<file path="src/hdl/emi_pkg.sv">
// shared constants and carriers of the external memory bus interface
package emi_pkg;
    localparam int unsigned CS_NUM = 6;
    localparam int unsigned ADDR_W = 24;
    localparam int unsigned PIN_ADDR_W = 20;
    localparam int unsigned DATA_W = 16;
    localparam int unsigned WAIT_W = 2;
    localparam int unsigned DRAM_PIN_LSB = 7;
    localparam int unsigned DRAM_PIN_W = 11;
    localparam int unsigned DRAM_COL_LSB = 1;
    localparam int unsigned DRAM_ROW_LSB = 12;
    localparam logic [3:0] BOOT_BASE_RST = 4'h0;
    localparam logic BUS_CLOCK_OUT_EN_RST = 1'b1;
    localparam logic BOOT_WIDE_RST = 1'b0;

    typedef struct packed
    {
        logic en;
        logic dram;
        logic wide;
        logic [3:0] base;
        logic [WAIT_W-1:0] waits;
    } emi_cs_cfg_s;

    localparam emi_cs_cfg_s CS_CFG_RST = '0;

    typedef struct packed
    {
        logic write;
        logic [1:0] be;
        logic [ADDR_W-1:0] addr;
        logic [DATA_W-1:0] wdata;
    } emi_req_s;
endpackage

</file>
<file path="src/hdl/emi_ctrl.sv">
// external memory bus interface: chip select decode, strobes, dram mux, wait
//
// Overview of operation
// - width strap is caught at reset release: high means 16-bit boot device
// - after reset the strap pin is a wait request; high stalls the cycle
// - boot select is enabled from reset, decoding a region based at zero
// - boot select is never a dram row strobe
// - software can move the boot select base higher
// - chip selects one to five leave reset disabled; each plain or row strobe
// - exchange lets chip select one take the boot role, based anywhere
// - chip selects two to five never exchange; each maps anywhere
// - each of six selects has own 8/16-bit width and timing
// - write strobe low only in write cycles
// - output enable strobe low only in read cycles
// - low byte strobe low whenever data lines 7..0 used; cas in dram
// - high byte strobe low whenever data lines 15..8 used; cas in dram
// - generic cycles present a 20-bit address
// - dram cycles multiplex row and column onto address lines 17..7
// - 16-bit two-way data bus, driven by the device on writes only
// - bus clock output copies the clock and can be disabled
// - dram banks of 8 MB each, selected by a row strobe select
// - bus clock output enabled at reset, turned off to high impedance
`timescale 1ns/1ns
`default_nettype none
module emi_ctrl
    import emi_pkg::*;
(
    input wire logic clk_in,
    input wire logic rst_in,
    input wire logic ce_in,
    input wire logic wait_or_width_strap_in,
    input wire logic cfg_load_in,
    input wire emi_cs_cfg_s [CS_NUM-1:0] cfg_in,
    input wire logic [3:0] boot_base_in,
    input wire logic swap_in,
    input wire logic bus_clock_out_en_in,
    input wire logic req_valid_in,
    input wire emi_req_s req_in,
    output logic req_ready_out,
    output logic done_out,
    output logic err_out,
    output logic [DATA_W-1:0] rdata_out,
    output logic [PIN_ADDR_W-1:0] addr_out,
    output logic boot_select_n_out,
    output logic [CS_NUM-1:1] cs_row_strobe_n_out,
    output logic we_n_out,
    output logic oe_n_out,
    output logic low_byte_strobe_n_out,
    output logic high_byte_strobe_n_out,
    output logic [DATA_W-1:0] data_out,
    output logic data_oe_out,
    input wire logic [DATA_W-1:0] data_in,
    output logic bus_clock_out,
    output logic bus_clock_oe_out
);
    typedef enum logic [1:0] {ST_IDLE, ST_ADDR, ST_ACT} emi_state_e;

    emi_state_e state_q;
    emi_cs_cfg_s [CS_NUM-1:0] cfg_q;
    logic cfg_loaded_q;
    logic [3:0] boot_base_q;
    logic swap_q;
    logic bus_clock_out_en_q;
    logic strap_taken_q;
    logic boot_wide_q;
    emi_req_s req_q;
    logic [2:0] pin_q;
    logic wide_q;
    logic dram_q;
    logic split_q;
    logic second_q;
    logic [WAIT_W-1:0] waits_q;
    logic [WAIT_W-1:0] cnt_q;
    logic [CS_NUM-1:0] cs_n_q;
    logic hit_ok;
    logic [2:0] hit_pin;
    logic hit_wide;
    logic hit_dram;
    logic [WAIT_W-1:0] hit_waits;
    logic beat_end;

    function automatic logic cs_hit(input emi_cs_cfg_s c, input logic [ADDR_W-1:0] a);
        // a dram bank spans 8 MB, a plain window 1 MB
        cs_hit = c.en && (c.dram ? (a[23] == c.base[3]) : (a[23:20] == c.base));
    endfunction

    function automatic logic hi_byte(input emi_req_s r, input logic second);
        hi_byte = second || (r.be == 2'b10);
    endfunction

    function automatic logic [PIN_ADDR_W-1:0] pin_addr(input emi_req_s r, input logic second,
        input logic wide, input logic dram, input logic row);
        logic [PIN_ADDR_W-1:0] a;
        a = r.addr[PIN_ADDR_W-1:0];
        a[0] = wide ? 1'b0 : hi_byte(r, second);
        if (dram)
        begin
            a = '0;
            a[DRAM_PIN_LSB +: DRAM_PIN_W] = row ? r.addr[DRAM_ROW_LSB +: DRAM_PIN_W]
                : r.addr[DRAM_COL_LSB +: DRAM_PIN_W];
        end
        pin_addr = a;
    endfunction

    function automatic logic [DATA_W-1:0] lane_data(input emi_req_s r, input logic second,
        input logic wide);
        if (wide)
        begin
            lane_data = r.wdata;
        end
        else
        begin
            lane_data = {8'h00, hi_byte(r, second) ? r.wdata[15:8] : r.wdata[7:0]};
        end
    endfunction

    always_ff @(posedge clk_in or posedge rst_in)
    begin
        if (rst_in)
        begin
            cfg_q <= {CS_NUM{CS_CFG_RST}};
            cfg_loaded_q <= 1'b0;
            boot_base_q <= BOOT_BASE_RST;
            swap_q <= 1'b0;
            bus_clock_out_en_q <= BUS_CLOCK_OUT_EN_RST;
        end
        else if (ce_in && cfg_load_in && state_q == ST_IDLE)
        begin
            // only taken between cycles so a live access never changes shape
            cfg_q <= cfg_in;
            cfg_loaded_q <= 1'b1;
            boot_base_q <= boot_base_in;
            swap_q <= swap_in;
            bus_clock_out_en_q <= bus_clock_out_en_in;
        end
    end

    always_ff @(posedge clk_in or posedge rst_in)
    begin
        if (rst_in)
        begin
            strap_taken_q <= 1'b0;
            boot_wide_q <= BOOT_WIDE_RST;
        end
        else if (ce_in && !strap_taken_q)
        begin
            boot_wide_q <= wait_or_width_strap_in;
            strap_taken_q <= 1'b1;
        end
    end

    always_comb
    begin
        hit_ok = 1'b0;
        hit_pin = 3'd0;
        hit_wide = 1'b0;
        hit_dram = 1'b0;
        hit_waits = '0;
        // descending loop: the lowest matching select wins
        for (int k = CS_NUM - 1; k >= 1; k--)
        begin
            if (cs_hit(cfg_q[k], req_in.addr))
            begin
                hit_ok = 1'b1;
                hit_pin = (k == 1 && swap_q) ? 3'd0 : 3'(k);
                hit_wide = cfg_q[k].wide;
                hit_dram = cfg_q[k].dram && !(k == 1 && swap_q);
                hit_waits = cfg_q[k].waits;
            end
        end
        if (req_in.addr[23:20] == boot_base_q)
        begin
            hit_ok = 1'b1;
            hit_pin = swap_q ? 3'd1 : 3'd0;
            hit_wide = cfg_loaded_q ? cfg_q[0].wide : boot_wide_q;
            hit_dram = 1'b0;
            hit_waits = cfg_q[0].waits;
        end
    end

    assign req_ready_out = (state_q == ST_IDLE) && strap_taken_q;
    assign beat_end = ce_in && state_q == ST_ACT && cnt_q == '0 && !wait_or_width_strap_in;
    assign boot_select_n_out = cs_n_q[0];
    assign cs_row_strobe_n_out = cs_n_q[CS_NUM-1:1];
    // the pin is a buffered clock; gating it in logic would skew it from the bus
    assign bus_clock_out = clk_in;
    assign bus_clock_oe_out = bus_clock_out_en_q;

    always_ff @(posedge clk_in or posedge rst_in)
    begin
        if (rst_in)
        begin
            state_q <= ST_IDLE;
            req_q <= '0;
            pin_q <= 3'd0;
            wide_q <= 1'b0;
            dram_q <= 1'b0;
            split_q <= 1'b0;
            second_q <= 1'b0;
            waits_q <= '0;
            cnt_q <= '0;
            cs_n_q <= '1;
            addr_out <= '0;
            we_n_out <= 1'b1;
            oe_n_out <= 1'b1;
            low_byte_strobe_n_out <= 1'b1;
            high_byte_strobe_n_out <= 1'b1;
            data_out <= '0;
            data_oe_out <= 1'b0;
            rdata_out <= '0;
            done_out <= 1'b0;
            err_out <= 1'b0;
        end
        else if (ce_in)
        begin
            done_out <= 1'b0;
            err_out <= 1'b0;
            unique case (state_q)
                ST_IDLE:
                begin
                    if (req_valid_in && req_ready_out)
                    begin
                        if (!hit_ok)
                        begin
                            done_out <= 1'b1;
                            err_out <= 1'b1;
                        end
                        else
                        begin
                            req_q <= req_in;
                            pin_q <= hit_pin;
                            wide_q <= hit_wide;
                            dram_q <= hit_dram;
                            split_q <= !hit_wide && req_in.be == 2'b11;
                            second_q <= 1'b0;
                            waits_q <= hit_waits;
                            cnt_q <= hit_waits;
                            cs_n_q[hit_pin] <= 1'b0;
                            addr_out <= pin_addr(req_in, 1'b0, hit_wide, hit_dram, 1'b1);
                            data_out <= lane_data(req_in, 1'b0, hit_wide);
                            data_oe_out <= req_in.write;
                            state_q <= ST_ADDR;
                        end
                    end
                end
                ST_ADDR:
                begin
                    // dram: row was held for one cycle, now the column goes out with cas
                    if (dram_q)
                    begin
                        addr_out <= pin_addr(req_q, second_q, wide_q, 1'b1, 1'b0);
                    end
                    we_n_out <= !req_q.write;
                    oe_n_out <= req_q.write;
                    low_byte_strobe_n_out <= wide_q ? !req_q.be[0] : 1'b0;
                    high_byte_strobe_n_out <= wide_q ? !req_q.be[1] : 1'b1;
                    state_q <= ST_ACT;
                end
                ST_ACT:
                begin
                    if (cnt_q != '0)
                    begin
                        cnt_q <= cnt_q - 1'b1;
                    end
                    else if (beat_end)
                    begin
                        if (!req_q.write && wide_q)
                        begin
                            rdata_out <= data_in;
                        end
                        else if (!req_q.write && hi_byte(req_q, second_q))
                        begin
                            rdata_out[15:8] <= data_in[7:0];
                        end
                        else if (!req_q.write)
                        begin
                            rdata_out[7:0] <= data_in[7:0];
                        end
                        we_n_out <= 1'b1;
                        oe_n_out <= 1'b1;
                        low_byte_strobe_n_out <= 1'b1;
                        high_byte_strobe_n_out <= 1'b1;
                        if (split_q && !second_q)
                        begin
                            second_q <= 1'b1;
                            cnt_q <= waits_q;
                            addr_out <= pin_addr(req_q, 1'b1, wide_q, dram_q, dram_q);
                            data_out <= lane_data(req_q, 1'b1, wide_q);
                            state_q <= ST_ADDR;
                        end
                        else
                        begin
                            cs_n_q <= '1;
                            data_oe_out <= 1'b0;
                            done_out <= 1'b1;
                            state_q <= ST_IDLE;
                        end
                    end
                end
            endcase
        end
    end
endmodule
`default_nettype wire

</file>
<file path="config.mk">
export PLATFORM = sky130hd
export DESIGN_NAME = emi_ctrl
export DESIGN_NICKNAME = d
export VERILOG_FILES = /design/src/hdl/emi_pkg.sv /design/src/hdl/emi_ctrl.sv
export SDC_FILE = /design/constraint.sdc
export NUM_CORES = 1
export LEC_CHECK = 0
export ABC_AREA = 0
export BUFFER_PORTS_ARGS = -buffer_cell sky130_fd_sc_hd__buf_2
export CELL_PAD_IN_SITES_DETAIL_PLACEMENT = 1
export CELL_PAD_IN_SITES_GLOBAL_PLACEMENT = 1
export CORE_AREA = 2 2 100 199
export CTS_BUF_LIST = sky130_fd_sc_hd__clkbuf_16
export DETAILED_ROUTE_END_ITERATION = 8
export DIE_AREA = 0 0 102 201
export PLACE_DENSITY_LB_ADDON = 0.05
export SETUP_SLACK_MARGIN = 0.4
export SYNTH_ARGS = -nofsm -noshare
export SYNTH_HDL_FRONTEND = slang
export SYNTH_SLANG_ARGS = --single-unit
</file>
<file path="constraint.sdc">
create_clock -name clk_in -period 14.34 [get_ports clk_in]
set_clock_uncertainty 0.1 [all_clocks]
set_input_delay 2.868 -clock clk_in [delete_from_list [all_inputs] [get_ports clk_in]]
set_output_delay 2.868 -clock clk_in [all_outputs]
set_load 0.01 [all_outputs]
</file>
==> results of run 1 <==
layout by cell type (no fill, tap or decap), drive strengths merged, types with 9 or more instances in the layout:
master  netlist  routed
mux2i        27      27
nor2         49      49
buf          20     194
a22o         12      12
mux2        116     116
and2         15      15
a21oi        35      35
dfstp        11      11
a22oi        11      11
nand3        15      15
o221ai       10      10
inv          17      18
xnor2        24      24
nor3b         9       9
dfrtp       162     162
o21ai        20      20
clkbuf       25      20
a32oi         9       9
nand2        45      45
power groups by stage:
stage | logic [mW] | clock network (mW) | registers, mW
6_report | 1.11 | 0.508 | 0.908
5_1_grt | 1.22 | 0.539 | 0.942
4_1_cts | 1.12 | 0.523 | 0.911
3_5_place_dp | 1.12 | 0.00421 | 0.919
3_3_place_gp | 1.08 | 0.00421 | 0.908
2_1_floorplan | 0.795 | 0.00575 | 0.906
through the flow:
stage / util / power (mW) / hold slack, ns
5_1_grt: 0.5418 / 2.700 / 0.3792
6_report: 0.5418 / 2.524 / 0.3650
2_1_floorplan: - / 1.707 / 0.3098
3_3_place_gp: 0.5075 / 1.991 / 0.3359
3_5_place_dp: 0.5075 / 2.038 / 0.3462
4_1_cts: 0.5418 / 2.558 / 0.3609
cell families after synthesis:
group,count (synthesis),share of synthesized area
flops,173,0.5044
simple gates,164,0.09141
compound gates,157,0.1495
mux,143,0.1831
buf+inv,62,0.03619
xor+xnor,24,0.03096
fa+ha+maj,3,0.004360
path summary, 6_finish.rpt:
kind                       slack [ns]                                  to
max                              3.83                       bus_clock_out
min                              0.36  high_byte_strobe_n_out$_DFFE_PP1P_
max reg2reg                     10.94             data_out[2]$_DFFE_PP0P_
min reg2reg                      0.36  high_byte_strobe_n_out$_DFFE_PP1P_
max in group asynchronous       10.20                cfg_q[9]$_DFFE_PP0P_
min in group asynchronous        2.40                req_q[4]$_DFFE_PP0P_
state kept, by name, indices dropped and copies added (netlist names), 2 cells and up:
signal / cells
cfg_q: 48
req_q: 41
addr_out: 20
data_out: 16
rdata_out: 16
cs_n_q: 6
boot_base_q: 4
cnt_q: 2
state_q: 2
waits_q: 2
cell type report:
class / instances / area [µm²] / share of cell area
sequential: 173 / 4343 / 0.4197
multi-input combinational: 491 / 3963 / 0.3830
timing repair buffer: 193 / 988.4 / 0.09553
clock buffer: 21 / 505.5 / 0.04885
tap: 259 / 324.1 / 0.03132
clock inverter: 15 / 155.1 / 0.01499
inverter: 17 / 68.82 / 0.006651
critical path: stages:
cell and delay (ns):
sky130_fd_sc_hd__clkbuf_16 0.12, sky130_fd_sc_hd__clkbuf_16 0.13, sky130_fd_sc_hd__buf_2 0.13
per-layer routing:
layer / part of all wire / GRT usage / wire length [µm] / up-vias
li1: - / - / - / 2990
met1: 0.40 / 0.2839 / 9356 / 3203
met2: 0.54 / 0.4152 / 12490 / 142
met3: 0.035 / 0.04735 / 804 / 33
met4: 0.025 / 0.1005 / 588 / 0
met5: 0 / 0 / 0 / -
==> results summary, run 1 <==
The total power divided by cell area came out at 243.9 nW/µm². The worst setup slack after layout is 3.828 ns. For this run, the detailed router's first-pass iteration total came to 6.

The floorplan step set the die width to 102 µm. The post-synthesis cell type count came out at 66. Yosys instantiated no cell more often than sky130_fd_sc_hd__dfrtp_1. The post-synthesis to final-layout area growth came out at 20.19%. The worst min-delay path startpoint is req_q[41]$_DFFE_PP0P_. The fraction of layout cells with a size suffix above 1 is 0.4165. The number of buffers added to fix hold violations after cts came out at 0. The initialized floorplan defines 72 standard-cell rows. The post-synthesis async set-or-reset flop share is 1.000. The filler cells instantiated in the layout total 2089.

The placed instance count came out at 1134. Of the total power, the share spent switching nets is 0.3822. The leakage dissipation is 4.580 nW. The final routed wirelength across all metal layers is 23240 µm.

The synthesized instance count is 726. The number of enable-type register cells in the synthesized netlist is 0. The share of total power dissipated in the clock network is 0.201. The total congestion overflow is 0. The cell taking the most area after synthesis is sky130_fd_sc_hd__dfrtp_1. The net total in the final layout came out at 1025.

The clock transition at the registers of the reported paths is 0.07 ns. By count the netlist is led by 162 x sky130_fd_sc_hd__dfrtp_1, 112 x sky130_fd_sc_hd__mux2_2, 49 x sky130_fd_sc_hd__nor2_1. The synthesized flop and latch total is 173.

The placed cell area came out at 9692 µm². The first global-routing pass estimated 37200 µm of wire. By startpoint and endpoint, the worst setup path is classified as clk -> out. The largest net degree at the start of global routing came out at 97.

TritonCTS built the clock tree. The number of setup violations in the final report came out at 0. The final routed wire length divided by cell count came out at 19.88 µm. The share of total power dissipated in combinational logic is 0.439. By area the synthesized netlist is led by sky130_fd_sc_hd__dfrtp_1 47%, sky130_fd_sc_hd__mux2_2 15%, sky130_fd_sc_hd__dfstp_2 3.4%. The post-synthesis sequential area ratio is 0.5044.

The length in cells of the worst reg-to-reg path is 10. The Yosys step of the flow raised 0 warnings. The critical path starts at clk_in.

The worst slew margin relative to its limit is 0.2658. STA classifies the critical path startpoint as a clock port. The count of instances resized after the clock tree is built is 0. The data arrival time of the worst path is 7.54 ns. The count of boundary I/O pins is 193. Of all nets on the critical path, the largest fanout is 2.

The post-synth net total came out at 854. In this run the critical register-to-register path is launched from state_q[0]$_DFFE_PP0P_. The class of the most critical hold timing path is reg -> reg. Data on the critical path is required at its endpoint by 11.37 ns. The power spent charging and discharging nets is 964.6 µW.

The summed instance area of the synthesized netlist came out at 8610 µm². The critical path endpoint category is an output port. The number of global-route vias before repair is 6977. The most used flip-flop cell after synthesis is sky130_fd_sc_hd__dfrtp_1.

The number of hold violations in the final report is 0. The placed wire-length estimate after detailed placement came out at 16250 µm. The number of cells on the worst hold path came out at 1. The post-detailed-route count of antenna-violating nets is 0. The number of DRC markers after the initial detailed-route iteration came out at 170. The total global-route track usage came out at 0.2399.

The final-report max-slew violation count is 0. The maximum vdd ir drop is 0.0001295 V. The number of post-CTS setup repair buffers came out at 0. The clock latency on the worst-skew pair is 0.56 ns.

The final weighted congestion of routability-driven global placement came out at 0.8066. The initial utilization of the core area, before any placement, comes to 0.4508. The per-cell via count in the routed design came out at 5.447.

Input and output buffers added on the ports amount to 185. The area of the core is 19100 µm². The total die area is 20500 µm². The initial antenna violation count came out at 0. The die boundary height came out at 201 µm. Of the total power, registers draw 0.360. The number of antenna diodes in the final layout is 0. Setup repair after global routing left no endpoint under its margin. The share of the synthesized area in the top cell type came out at 0.4709.

The finished layout cell area came out at 10350 µm². The pin slew with the least headroom to its limit is 1.099 ns. The number of maximum-capacitance constraint violations is 0. The post-synthesis area per instance came out at 11.86 µm². The internal power summed over all cells came out at 1.560 mW. The number of design rule violations left after detail routing is 0.

The flow ran to the end, and the final reports show no timing, DRC or antenna violations. The detailed-route via count came out at 6368. The pre-CTS setup slack is 4.087 ns. The finished layout holds 1169 standard cells, fillers aside.

In the final timing run, aggregate negative setup slack is 0 ns.
No activity file was read; power rests on OpenSTA's default activity.
==> run 2, diff against run 1 <==
--- a/config.mk
+++ b/config.mk
@@ -5,14 +5,14 @@
 export SDC_FILE = /design/constraint.sdc
 export NUM_CORES = 1
 export LEC_CHECK = 0
-export ABC_AREA = 0
+export ABC_AREA = 1
 export BUFFER_PORTS_ARGS = -buffer_cell sky130_fd_sc_hd__buf_2
 export CELL_PAD_IN_SITES_DETAIL_PLACEMENT = 1
 export CELL_PAD_IN_SITES_GLOBAL_PLACEMENT = 1
-export CORE_AREA = 2 2 100 199
+export CORE_AREA = 2 2 109 216
 export CTS_BUF_LIST = sky130_fd_sc_hd__clkbuf_16
 export DETAILED_ROUTE_END_ITERATION = 8
-export DIE_AREA = 0 0 102 201
+export DIE_AREA = 0 0 111 218
 export PLACE_DENSITY_LB_ADDON = 0.05
 export SETUP_SLACK_MARGIN = 0.4
 export SYNTH_ARGS = -nofsm -noshare
==> constraint.sdc (replaced) <==
create_clock -name clk_in -period 9.7 [get_ports clk_in]
set_clock_uncertainty 0.1 [all_clocks]
set_input_delay 1.94 -clock clk_in [delete_from_list [all_inputs] [get_ports clk_in]]
set_output_delay 1.94 -clock clk_in [all_outputs]
set_load 0.01 [all_outputs]
==> run 2 against run 1 <==
  * Wire length rose by 13%
  * Clock power rose by 55%
  * Synthesized cell count rose by 49%
  * First-iteration DRC count rose by 39%
  * Core utilization fell by 7.2 points
  * Largest power group unchanged
  * Count of clock-buffer cells in the layout did not move
  * Critical path depth did not move
  * Die area rose by 18%
  * Worst hold slack got worse by 0.037 ns
  * Non-clock buffer count fell by 3
==> results summary, run 2 <==
The number of cells on the worst hold path came to 1 (unchanged). The fraction of layout cells with a size suffix above 1 is 0.2464 (-0.1700). The total global-route track usage is 0.2270 (-0.01281).

The commonest cells after synthesis are 352 x sky130_fd_sc_hd__nand2_1, 162 x sky130_fd_sc_hd__dfrtp_1, 92 x sky130_fd_sc_hd__inv_1. The die boundary height is 218 µm (+8.5%). The post-synthesis cell type count is 49 (-26%).

The largest delay contributor family on the critical path is buffers and inverters. Setup repair after global routing left no endpoint under its margin. The number of design rule violations left after detail routing came out at 0 (unchanged). The maximum fanout along the worst path came out at 2 (unchanged). The total of warnings raised by yosys is 0 (unchanged). The number of setup violations in the final report is 0 (unchanged).

The maximum vdd ir drop came to 0.0002130 V (+64%). The path with the worst hold slack has its endpoint at we_n_out$_DFFE_PP1P_. The worst slew margin relative to its limit was 0.2482 (-0.01757). The per-cell via count in the routed design is 5.021 (-7.8%).

The starting density of the core came out at 0.3936 (-0.05725). The leakage dissipation came out at 5.681 nW (+24%). The flip-flop count of the largest register, all copies and words added came out at 48 (unchanged). The most numerous cell on the critical path is sky130_fd_sc_hd__clkbuf_16. The detailed-route via count came out at 7742 (+22%). The post-synthesis to final-layout area growth is 19.42%.

The startpoint identified for the worst register-to-register timing path is cfg_q[21]$_DFFE_PP0P_. The summed instance area of the synthesized netlist is 8872 µm² (+3.1%). The data arrival time of the worst path was 5.22 ns (-2.32 ns). The number of iterations in the first detailed-routing pass came out at 4 (-2). The final routed wirelength across all metal layers came out at 26170 µm (+13%). The synthesized instance count is 1083 (+49%).

The global-route wire length before repair is 42740 µm (+15%). The endpoint of the worst register-to-register path is req_q[37]$_DFFE_PP0P_. The final-report max-slew violation count is 0 (unchanged). The total chip power is 3.601 mW (+43%). The min-delay analysis places its worst path in the category reg -> reg. The number of global-route vias before repair is 8201 (+18%).

The worst slack on hold paths came out at 0.3282 ns (-0.03681 ns). The buffering stage count on the worst path with inverters included is 3 (unchanged). The total congestion overflow came to 0 (unchanged).

By area the synthesized netlist is led by sky130_fd_sc_hd__dfrtp_1 46%, sky130_fd_sc_hd__nand2_1 15%, sky130_fd_sc_hd__mux2_2 4.4%. The area of the core came to 22540 µm² (+18%). The worst min-delay path startpoint is req_q[42]$_DFFE_PP0P_.

The startpoint class of the critical path is a clock port. The synthesized flop and latch total is 173 (unchanged). Ranked by flip-flop count, first place goes to cfg_q. The critical path depth came out at 3 (unchanged). The largest net degree at the start of global routing is 112 (+15%).

The count of instances resized after the clock tree is built came out at 0 (unchanged). The post-synth net total came out at 1211 (+42%). The final weighted congestion of routability-driven global placement is 0.8182 (+1.4%). The placed wire-length estimate after detailed placement came out at 18580 µm (+14%). The count of inserted antenna diode cells came out at 0 (unchanged).

The count of standard-cell rows is 78 (+8.3%). The pin slew with the least headroom to its limit came out at 1.127 ns (+0.02760 ns). The number of hold violations in the final report came out at 0 (unchanged).

The most common cell after layout, fill and taps aside is sky130_fd_sc_hd__nand2_1. The number of maximum-capacitance constraint violations is 0 (unchanged). The post-synthesis async set-or-reset flop share was 1.000 (unchanged). The commonest register cell after synthesis is sky130_fd_sc_hd__dfrtp_1. The initial antenna violation count is 0 (unchanged). The post-synthesis area per instance is 8.192 µm² (-31%). The net total in the final layout came out at 1377 (+34%). The critical path in this run is classified as clk -> out. The final standard cell count with taps included and fillers excluded came out at 1542 (+32%).

The TritonCTS clock tree is built. The critical path's largest stage delay is 0.13 ns (about the same). The total die area came out at 24200 µm² (+18%). sky130_fd_sc_hd__nand2_1 is the most common cell in the netlist.

The slack of the worst reg-to-reg path is 6.33 ns (-4.61 ns). The cell taking the most area after synthesis is sky130_fd_sc_hd__dfrtp_1. The library cells used most frequently in the layout, excluding fill and tap cells, are 352 x sky130_fd_sc_hd__nand2_1, 185 x sky130_fd_sc_hd__buf_2, 162 x sky130_fd_sc_hd__dfrtp_1. In the final layout, the registers with the most flip-flops are cfg_q: 48 flops, req_q: 41 flops, addr_out: 20 flops. The placed instance count is 1507 (+33%). The number of post-CTS setup repair buffers is 0 (unchanged). The setup total negative slack came out at 0 ns (unchanged). The signal on the critical path passes through clkbuf_16 > clkbuf_16 > buf_2. The number of buffers added to fix hold violations after cts came out at 0 (unchanged). The length in cells of the worst reg-to-reg path is 15 (+5). The master of the slowest instance on the critical path is sky130_fd_sc_hd__clkbuf_16. The post-detailed-route count of antenna-violating nets is 0 (unchanged). The post-synthesis sequential area ratio is 0.4895 (-0.01494).

The total power divided by cell area came out at 339.9 nW/µm² (+39%). The number of fill cells is 2826 (+35%). The number of DRC markers after the initial detailed-route iteration came out at 237 (+39%). The clock latency on the worst-skew pair came out at 0.56 ns (about the same). The clock transition at the registers of the reported paths came out at 0.06 ns (about the same).

The count of boundary I/O pins is 193 (unchanged). The die boundary width was 111 µm (+8.8%). The worst path required time is 7.66 ns (-3.71 ns). The share of the synthesized area in the top cell type came to 0.4569 (-0.01394). The final routed wire length divided by cell count is 16.97 µm (-15%).

The count of input and output buffers was 185 (unchanged). The number of enable-type register cells in the synthesized netlist is 0 (unchanged). The critical path endpoint category is an output port. The flow ran to the end, and the final reports show no timing, DRC or antenna violations.
run 2: stage by stage:
stage | area (µm²) | worst slack [ns] | util
6_report | 10600 | 2.437 | 0.4700
5_1_grt | 10600 | 2.430 | 0.4700
4_1_cts | 10600 | 2.431 | 0.4700
3_5_place_dp | 9916 | 2.695 | 0.4398
3_3_place_gp | 9916 | 2.695 | 0.4398
2_1_floorplan | 8872 | 2.691 | -
run 2: worst max path at each step:
stage	endpoint	start
floorplan	bus_clock_out	clk_in
global placement	bus_clock_out	clk_in
detailed placement	bus_clock_out	clk_in
CTS	bus_clock_out	clk_in
global route	bus_clock_out	clk_in
finish	bus_clock_out	clk_in
run 2: worst register-to-register path, stage by stage, from the launching register on:
cell and delay (ns):
sky130_fd_sc_hd__dfrtp_1 0.39, sky130_fd_sc_hd__xnor2_1 0.16, sky130_fd_sc_hd__nand2_1 0.07, sky130_fd_sc_hd__nor2_1 0.20
sky130_fd_sc_hd__nand2_1 0.12, sky130_fd_sc_hd__nand2_2 0.12, sky130_fd_sc_hd__inv_2 0.10, sky130_fd_sc_hd__nand2_4 0.10
sky130_fd_sc_hd__nor2_8 0.05, sky130_fd_sc_hd__nand2_4 0.08, sky130_fd_sc_hd__nand2_2 0.06, sky130_fd_sc_hd__nor2_4 0.64
sky130_fd_sc_hd__buf_4 0.49, sky130_fd_sc_hd__inv_2 0.35, sky130_fd_sc_hd__nand2_1 0.14, sky130_fd_sc_hd__o21ai_0 0.08
run 2: cells by family after synthesis:
family          Yosys count  share of synthesized area
compound gates          193                     0.1194
mux                      35                    0.04442
flops                   173                     0.4895
simple gates            517                     0.2548
buf+inv                 151                    0.07672
xor+xnor                 11                    0.01086
fa+ha+maj                 3                   0.004231
run 2: cell type report:
cell class	instances	area, µm²	share of cell area
sequential	173	4343	0.4099
inverter	104	397.9	0.03755
clock inverter	15	178.9	0.01689
tap	280	350.3	0.03307
clock buffer	21	505.5	0.04771
timing repair buffer	190	965.9	0.09117
multi-input combinational	759	3854	0.3637
run 2: report_power, final:
part	switching [mW]	internal [mW]
sequential	0.166	1.03
combinational	1.06	0.556
clock	0.306	0.480
total	1.53	2.07
run 2: metal layers:
metal	up-vias	part of all wire	track usage
met4	0	0.025	0.1033
met1	3795	0.38	0.2428
met2	129	0.56	0.4309
met5	-	0	0
met3	31	0.027	0.03835
li1	3787	-	-
